File: src/logic/qadc_timing_map.vh
// constants for the quad converter conversion and read-out logic
`ifndef QADC_TIMING_MAP_VH
`define QADC_TIMING_MAP_VH

`define QADC_CLK_PERIOD_NS 8
`define QADC_T_CONV0_MAX_NS 10
`define QADC_T_OSX_16B_NS 320
`define QADC_T_OSX_14B_NS 250
`define QADC_T_ALERT_SET_MAX_NS 220
`define QADC_T_ALERT_OVS_MAX_NS 20
`define QADC_RESULT_BITS 16
`define QADC_CMD_BITS 16
`define QADC_CMD_CNT_BITS 5
`define QADC_OSR_SEL_BITS 2
`define QADC_ACC_EXTRA_BITS 3
`define QADC_RST_ALERT_N 1'b1
`define QADC_RST_LANE 1'b0

`endif

File: src/logic/qadc_pin_sync.v
// two-stage synchroniser with registered level and edge flags
`timescale 1ns/1ps
module qadc_pin_sync #(
	parameter W = 3,
	parameter [W-1:0] RST_VAL = {W{1'b0}}
) (
	input wire i_sys_clk, // system clock
	input wire i_rst_n, // synchronous reset, active low
	input wire [W-1:0] i_pin, // asynchronous pin levels
	output reg [W-1:0] o_level, // synchronised level
	output reg [W-1:0] o_rise, // one-cycle pulse on rising edge
	output reg [W-1:0] o_fall // one-cycle pulse on falling edge
);
	reg [W-1:0] meta_q;
	reg [W-1:0] sync_q;

	always @(posedge i_sys_clk) begin
		if (!i_rst_n) begin
			meta_q <= RST_VAL;
			sync_q <= RST_VAL;
			o_level <= RST_VAL;
			o_rise <= {W{1'b0}};
			o_fall <= {W{1'b0}};
		end else begin
			meta_q <= i_pin;
			sync_q <= meta_q;
			o_level <= sync_q;
			o_rise <= sync_q & ~o_level;
			o_fall <= ~sync_q & o_level;
		end
	end
endmodule

File: src/logic/qadc_conv_ctrl.v
// conversion sequencing, oversampling, serial read-out and out-of-range flag
//
// Contract
// - first oversampled conversion done within 10 ns
// - xth sample adds 320 or 250 ns steps
// - lanes leave high impedance on select low
// - lanes return high impedance on select high
// - lane data changes after clock rising edges
// - serial input sampled on clock falling edges
// - flag asserted within 220 ns of select
// - flag cleared by next select event
// - oversampling flag set per exceeding internal conversion
`timescale 1ns/1ps
`include "qadc_timing_map.vh"
module qadc_conv_ctrl #(
	parameter DW = `QADC_RESULT_BITS,
	parameter RES16 = 1
) (
	input wire i_sys_clk, // system clock, 125 MHz
	input wire i_rst_n, // synchronous reset, active low, also hard reset
	input wire i_cs_n, // chip select pin, active low
	input wire i_sclk, // serial clock pin
	input wire i_serial_command_in, // serial command input pin
	input wire [DW-1:0] i_sample_a, // channel a sample, two's complement
	input wire [DW-1:0] i_sample_b, // channel b sample, two's complement
	input wire [DW-1:0] i_alert_high, // out-of-range threshold, signed
	input wire [`QADC_OSR_SEL_BITS-1:0] i_oversampling_log2, // 0 none, n gives 2^n samples
	output reg o_result_lane_a, // lane a serial data
	output reg o_result_lane_a_oe, // lane a drive enable
	output reg o_result_lane_b, // lane b serial data
	output reg o_result_lane_b_oe, // lane b drive enable
	output reg o_alert_n, // out-of-range flag, active low
	output reg [`QADC_CMD_BITS-1:0] o_cmd_word, // last whole command word
	output reg o_cmd_valid, // pulse on select rise after a whole command word
	output reg o_busy // conversion in progress
);
	localparam AW = DW + `QADC_ACC_EXTRA_BITS;
	localparam ST_IDLE = 1'b0;
	localparam ST_CONV = 1'b1;
	localparam CW = 8;
	localparam [CW-1:0] CONV0_CYC = cyc_max(`QADC_T_CONV0_MAX_NS);
	localparam [CW-1:0] OSX_CYC = RES16 ? cyc_max(`QADC_T_OSX_16B_NS) :
		cyc_max(`QADC_T_OSX_14B_NS);

	// longest time to whole cycles, rounded down, never below one
	function [CW-1:0] cyc_max;
		input integer ns;
		integer c;
		begin
			c = ns / `QADC_CLK_PERIOD_NS;
			if (c < 1)
				c = 1;
			cyc_max = c[CW-1:0];
		end
	endfunction

	function [AW-1:0] sext;
		input [DW-1:0] v;
		begin
			sext = {{(AW-DW){v[DW-1]}}, v};
		end
	endfunction

	function over_thr;
		input [DW-1:0] v;
		input [DW-1:0] thr;
		begin
			over_thr = $signed(v) > $signed(thr);
		end
	endfunction

	wire [2:0] pin_level;
	wire [2:0] pin_rise;
	wire [2:0] pin_fall;

	qadc_pin_sync #(
		.W(3),
		.RST_VAL(3'b001)
	) u_pin_sync (
		.i_sys_clk(i_sys_clk),
		.i_rst_n(i_rst_n),
		.i_pin({i_serial_command_in, i_sclk, i_cs_n}),
		.o_level(pin_level),
		.o_rise(pin_rise),
		.o_fall(pin_fall)
	);

	wire cs_low = ~pin_level[0];
	wire cs_fall = pin_fall[0];
	wire cs_rise = pin_rise[0];
	wire sclk_rise = pin_rise[1];
	wire sclk_fall = pin_fall[1];
	wire cmd_bit = pin_level[2];

	reg state_q;
	reg [CW-1:0] cnt_q;
	reg [3:0] idx_q;
	reg [3:0] n_q;
	reg [`QADC_OSR_SEL_BITS-1:0] shift_q;
	reg [AW-1:0] acc_a_q;
	reg [AW-1:0] acc_b_q;
	reg [DW-1:0] res_a_q;
	reg [DW-1:0] res_b_q;
	reg [DW-1:0] sh_a_q;
	reg [DW-1:0] sh_b_q;
	reg [`QADC_CMD_BITS-1:0] cmd_sh_q;
	reg [`QADC_CMD_CNT_BITS-1:0] cmd_cnt_q;

	wire sample_tick = (state_q == ST_CONV) && (cnt_q == {{(CW-1){1'b0}}, 1'b1});
	wire last_sample = (idx_q + 4'h1) == n_q;
	wire [AW-1:0] sum_a = acc_a_q + sext(i_sample_a);
	wire [AW-1:0] sum_b = acc_b_q + sext(i_sample_b);
	wire [AW-1:0] avg_a = $signed(sum_a) >>> shift_q;
	wire [AW-1:0] avg_b = $signed(sum_b) >>> shift_q;
	wire hit = sample_tick &&
		(over_thr(i_sample_a, i_alert_high) || over_thr(i_sample_b, i_alert_high));

	// conversion sequencer
	always @(posedge i_sys_clk) begin
		if (!i_rst_n) begin
			state_q <= ST_IDLE;
			cnt_q <= {CW{1'b0}};
			idx_q <= 4'h0;
			n_q <= 4'h1;
			shift_q <= {`QADC_OSR_SEL_BITS{1'b0}};
			acc_a_q <= {AW{1'b0}};
			acc_b_q <= {AW{1'b0}};
			res_a_q <= {DW{1'b0}};
			res_b_q <= {DW{1'b0}};
			o_busy <= 1'b0;
		end else begin
			if (cs_fall) begin
				state_q <= ST_CONV;
				cnt_q <= CONV0_CYC;
				idx_q <= 4'h0;
				n_q <= 4'h1 << i_oversampling_log2;
				shift_q <= i_oversampling_log2;
				acc_a_q <= {AW{1'b0}};
				acc_b_q <= {AW{1'b0}};
				o_busy <= 1'b1;
			end else if (state_q == ST_CONV) begin
				cnt_q <= cnt_q - {{(CW-1){1'b0}}, 1'b1};
				if (sample_tick) begin
					acc_a_q <= sum_a;
					acc_b_q <= sum_b;
					idx_q <= idx_q + 4'h1;
					if (last_sample) begin
						res_a_q <= avg_a[DW-1:0];
						res_b_q <= avg_b[DW-1:0];
						state_q <= ST_IDLE;
						o_busy <= 1'b0;
					end else begin
						cnt_q <= OSX_CYC;
					end
				end
			end
		end
	end

	// out-of-range flag; a hit in the clearing cycle keeps it set
	always @(posedge i_sys_clk) begin
		if (!i_rst_n) begin
			o_alert_n <= `QADC_RST_ALERT_N;
		end else if (hit) begin
			o_alert_n <= 1'b0;
		end else if (cs_fall) begin
			o_alert_n <= 1'b1;
		end
	end

	// result lanes: previous result, msb first
	always @(posedge i_sys_clk) begin
		if (!i_rst_n) begin
			sh_a_q <= {DW{1'b0}};
			sh_b_q <= {DW{1'b0}};
			o_result_lane_a <= `QADC_RST_LANE;
			o_result_lane_b <= `QADC_RST_LANE;
			o_result_lane_a_oe <= 1'b0;
			o_result_lane_b_oe <= 1'b0;
		end else begin
			o_result_lane_a_oe <= cs_low;
			o_result_lane_b_oe <= cs_low;
			if (cs_fall) begin
				sh_a_q <= {res_a_q[DW-2:0], 1'b0};
				sh_b_q <= {res_b_q[DW-2:0], 1'b0};
				o_result_lane_a <= res_a_q[DW-1];
				o_result_lane_b <= res_b_q[DW-1];
			end else if (cs_low && sclk_rise) begin
				sh_a_q <= {sh_a_q[DW-2:0], 1'b0};
				sh_b_q <= {sh_b_q[DW-2:0], 1'b0};
				o_result_lane_a <= sh_a_q[DW-1];
				o_result_lane_b <= sh_b_q[DW-1];
			end
		end
	end

	// command input, taken on falling serial clock
	always @(posedge i_sys_clk) begin
		if (!i_rst_n) begin
			cmd_sh_q <= {`QADC_CMD_BITS{1'b0}};
			cmd_cnt_q <= {`QADC_CMD_CNT_BITS{1'b0}};
			o_cmd_word <= {`QADC_CMD_BITS{1'b0}};
			o_cmd_valid <= 1'b0;
		end else begin
			o_cmd_valid <= 1'b0;
			if (cs_fall) begin
				cmd_cnt_q <= {`QADC_CMD_CNT_BITS{1'b0}};
			end else if (cs_low && sclk_fall) begin
				cmd_sh_q <= {cmd_sh_q[`QADC_CMD_BITS-2:0], cmd_bit};
				if (cmd_cnt_q != `QADC_CMD_BITS)
					cmd_cnt_q <= cmd_cnt_q + {{(`QADC_CMD_CNT_BITS-1){1'b0}}, 1'b1};
			end else if (cs_rise && cmd_cnt_q == `QADC_CMD_BITS) begin
				o_cmd_word <= cmd_sh_q;
				o_cmd_valid <= 1'b1;
			end
		end
	end
endmodule

File: config.mk
export PLATFORM = sky130hd
export DESIGN_NAME = qadc_conv_ctrl
export DESIGN_NICKNAME = d
export VERILOG_FILES = /design/src/logic/qadc_pin_sync.v /design/src/logic/qadc_conv_ctrl.v
export VERILOG_INCLUDE_DIRS = /design/src /design/src/logic
export SDC_FILE = /design/constraint.sdc
export NUM_CORES = 1
export LEC_CHECK = 0
export BUFFER_PORTS_ARGS = -buffer_cell sky130_fd_sc_hd__buf_2
export CELL_PAD_IN_SITES_DETAIL_PLACEMENT = 1
export CELL_PAD_IN_SITES_GLOBAL_PLACEMENT = 2
export CORE_ASPECT_RATIO = 0.6
export CORE_MARGIN = 5
export CORE_UTILIZATION = 37
export DETAILED_ROUTE_END_ITERATION = 7
export PLACE_DENSITY_LB_ADDON = 0.1
export RECOVER_POWER = 50
export SLEW_MARGIN = 20
export SYNTH_ARGS = -nofsm -noshare
export SYNTH_HDL_FRONTEND = slang
export SYNTH_SLANG_ARGS = --single-unit
File: constraint.sdc
create_clock -name i_sys_clk -period 3.3 [get_ports i_sys_clk]
set_input_delay 0.165 -clock i_sys_clk [delete_from_list [all_inputs] [get_ports i_sys_clk]]
set_output_delay 0.165 -clock i_sys_clk [all_outputs]
set_load 0.02 [all_outputs]
==> flow_summary_export.csv <==
group,metric,value,unit
sta,fmax,344,MHz
worst_setup_path,required,3.62,ns
die,dieWidth,223,µm
die,die_area,0.0307,mm²
worst_setup_path,r2r_start,"acc_a_q[3]",
clock_tree,ctsRootBufferMaster,"clkbuf_16",
sta,fin_worst_skew,0.0129,ns
sta,hold_viol_final,0,
synth,syn_avg_cell_area,8.10,µm²
synth,synth_cell_types,73,
worst_setup_path,critPathKind,"flip-flop to flip-flop",
route,initialDrtViolationCount,558,
route,vias,8849,
clock_tree,htree_levels,4,
finish,diodes,0,
synth,synth-main-ff-cell,"dfxtp_1",
finish,syn_to_final_growth,12.4,%
grt,grt_pass1_wl,48900,µm
grt,gr-total-overflow,0,
worst_setup_path,arrival,3.23,ns
finish,drive_above_1_share,0.0877,
synth,ys_warn_count,0,
pwr,p_total,0.00474,W
place,dp_hpwl,22700,µm
worst_setup_path,reg2reg_depth,9,
grt,grt_usage,0.200,
synth,synthTopCellsByArea,"dfxtp_1, ha_1, a21oi_1",
finish,regArea,0.00350,mm²
clock_tree,numCtsBuffers,17,
pwr,powerDensity,419,mW/mm²
sta,maxSlewHeadroom,-0.181,
synth,synthesis.area,0.0100,mm²
finish,finalInstanceArea,0.0113,mm²
place,place_congestion,0.878,
clock_tree,cts_setup_buffers,0,
synth,ys_ff_latch,175,
finish,multi_input_area,0.00607,mm²
finish,final_core_util,0.425,
sta,setup-tns-final,0,ns
die,rows,46,
run_status,outcome,"finished, violations left",
finish,nNetsFinal,1417,
grt,antenna_found_initial,0,
worst_setup_path,reg2reg_to,"res_a_q[14]",
die,initial_utilization,0.378,
route,drc,0,
place,dp.cells,1622,
die,die_h,138,µm
pwr,p_leak,4.96,nW
synth,synth_top_area_share,0.349,
sta,worst_slew_pin_slew,1.77,ns
clock_tree,clk_pin_slew,0.07,ns
worst_setup_path,worstPathMaxFanout,5,
clock_tree,clock-sinks,175,
worst_setup_path,worst_setup_path_end_kind,"flip-flop",
place,port_buffers,77,
synth,async_flop_share,0,
synth,ys_seq_area_frac,0.349,
worst_setup_path,crit_chain,"ha_1 > a21o_1 > a21oi_1 > a211oi_1 > o311ai_1 > a211o_1 > nand3_1 > o41ai_1 > a211oi_1",
synth,postSynthCellCount,1241,
worst_setup_path,slowest_stage,"o311ai_1",
sta,rsz0062_at_grt,"no",
die,io_pins,78,
route,avgRoutedWirePerCell,18.3,µm
worst_setup_path,max_stage_delay,0.56,ns
worst_setup_path,start_kind,"flip-flop",
hold_path,worstHoldPathCells,4,
finish,layout.cells.non_filler,1660,
clock_tree,clockBufferDepth,2,
worst_setup_path,crit_path_frequent_cell,"a211oi_1",
synth,synth-edff-count,0,
route,viasPerCell,5.33,
die,core,0.0266,mm²
synth,syn_nets,1371,
sta,slew_viol_final,33,
run,drv_cap,1,
finish,fill_cells,3272,
pwr,ir_worst_vdd,274,µV
place,placed_area,0.0107,mm²
grt,grt_max_degree,72,
clock_tree,insertion_delay,0.45,ns
hold_path,hold_path_class,"input pin to flip-flop",
sta,min_period,2.91,ns
sta,period_share,0.882,
clock_tree,tritoncts,"yes",
route,ant_nets,0,
sta,setup_viol,0,
worst_setup_path,crit_path_start,"acc_a_q[3]",
route,routed_wl,30400,µm
grt,grt_pass1_vias,8757,
worst_setup_path,reg2reg_slack,0.39,ns
synth,synth_largest_area_cell,"dfxtp_1",
run_status,violations,"capacitance limit, slew limit",
worst_setup_path,critical_path.endpoint,"res_a_q[14]",
route,dr.pass1.iters,6,
-- worst min-delay path by stage --
stage,from,end,slack (ns)
2_1_floorplan,i_cs_n,u_pin_sync.meta_q[0],0.27
3_3_place_gp,i_cs_n,u_pin_sync.meta_q[0],0.36
3_5_place_dp,i_cs_n,u_pin_sync.meta_q[0],0.36
4_1_cts,i_rst_n,o_alert_n,0.15
5_1_grt,i_sample_a[0],acc_a_q[0],0.23
6_report,i_sample_a[0],acc_a_q[0],0.19
-- logic make-up after synthesis --
group | after synthesis | share of synthesized area
AO/OA/AOI/OAI | 322 | 0.203
XOR/XNOR | 41 | 0.0371
adder cells (fa/ha/maj) | 75 | 0.0949
buffers and inverters | 112 | 0.0478
flip-flops | 175 | 0.349
multiplexers | 65 | 0.0664
AND/OR/NAND/NOR | 451 | 0.202
-- layer usage --
metal  vias up  track usage  share of wire
li1       4463            -              -
met1      4269        0.307           0.55
met2        99        0.289           0.40
met3        18       0.0388          0.037
met4         0       0.0435         0.0078
met5         -            0              0
-- synth_stat cells, drive strengths merged, types with 4 or more instances --
library cell  count
a21o             26
nand2b           21
o211a             6
o21ai            35
nor3             21
nor2b            11
or3               8
nand3            27
a21oi           144
xnor2            28
nand4            10
nor2            158
o21a             11
a211o             7
a21boi            7
and3              6
and2             21
a211oi           25
o31ai             4
buf              20
ha               73
mux2i            61
o211ai           14
dfxtp           175
a31oi             6
inv              39
nor4              4
xor2             12
clkbuf           50
nand2           148
-- placed cells by master, fill, tap and decap left out, drive strengths merged, types with 4 or more instances in the layout --
cell	netlist	routed
mux2i	61	61
o21a	11	11
a211oi	25	25
or3	8	8
xnor2	28	28
o21ai	35	35
nor2	158	158
nand2	148	148
and3	6	6
o31ai	4	4
a21o	26	26
nor4	4	4
o211ai	14	14
and2	21	21
a21oi	144	144
o211a	6	6
ha	73	73
xor2	12	12
a31oi	6	6
nand2b	21	21
a211o	7	7
dfxtp	175	175
nor3	21	21
nand3	27	27
a21boi	7	7
clkinv	2	7
dlygate4sd3	0	6
inv	39	41
nor2b	11	11
nand4	10	10
clkbuf	50	48
buf	20	63
-- state kept, by name, summed over array words and instances, names as in the netlist, 5 cells and up --
| register | flops |
|---|---|
| acc_a_q | 19 |
| acc_b_q | 19 |
| cmd_sh_q | 16 |
| o_cmd_word | 16 |
| res_a_q | 16 |
| res_b_q | 16 |
| sh_a_q | 15 |
| sh_b_q | 15 |
| cnt_q | 8 |
| cmd_cnt_q | 5 |
-- critical path: cells and delay by family, from the launching register on --
| kind | cells | cell delay, ns |
|---|---|---|
| compound gates | 7 | 1.93 |
| fa+ha+maj | 1 | 0.34 |
| flops | 1 | 0.32 |
| simple gates | 1 | 0.19 |
-- final cells by class --
type	instances	area share
timing repair buffer	98	0.0453
tap	360	0.0399
sequential	175	0.310
inverter	41	0.0136
clock inverter	13	0.0144
clock buffer	19	0.0401
multi-input combinational	954	0.537
-- timing repair --
item	in CTS	in global routing
gates resized for setup	0	1
hold buffers	6	0
hold endpoints to repair	5	0
setup endpoints to repair	0	1
-- metrics by stage --
stage	setup WS, ns	hold slack, ns
2_1_floorplan	0.732	0.266
3_3_place_gp	0.370	0.356
3_5_place_dp	0.313	0.359
4_1_cts	0.220	0.154
5_1_grt	0.174	0.231
6_report	0.389	0.191
-- power breakdown --
part           total [W]  switching, W  internal, W
Combinational   0.000459      0.000291     0.000168
Sequential       0.00214     0.0000124      0.00213
Clock            0.00214      0.000905      0.00123
Note: power is estimated with default switching activity, not from simulation.
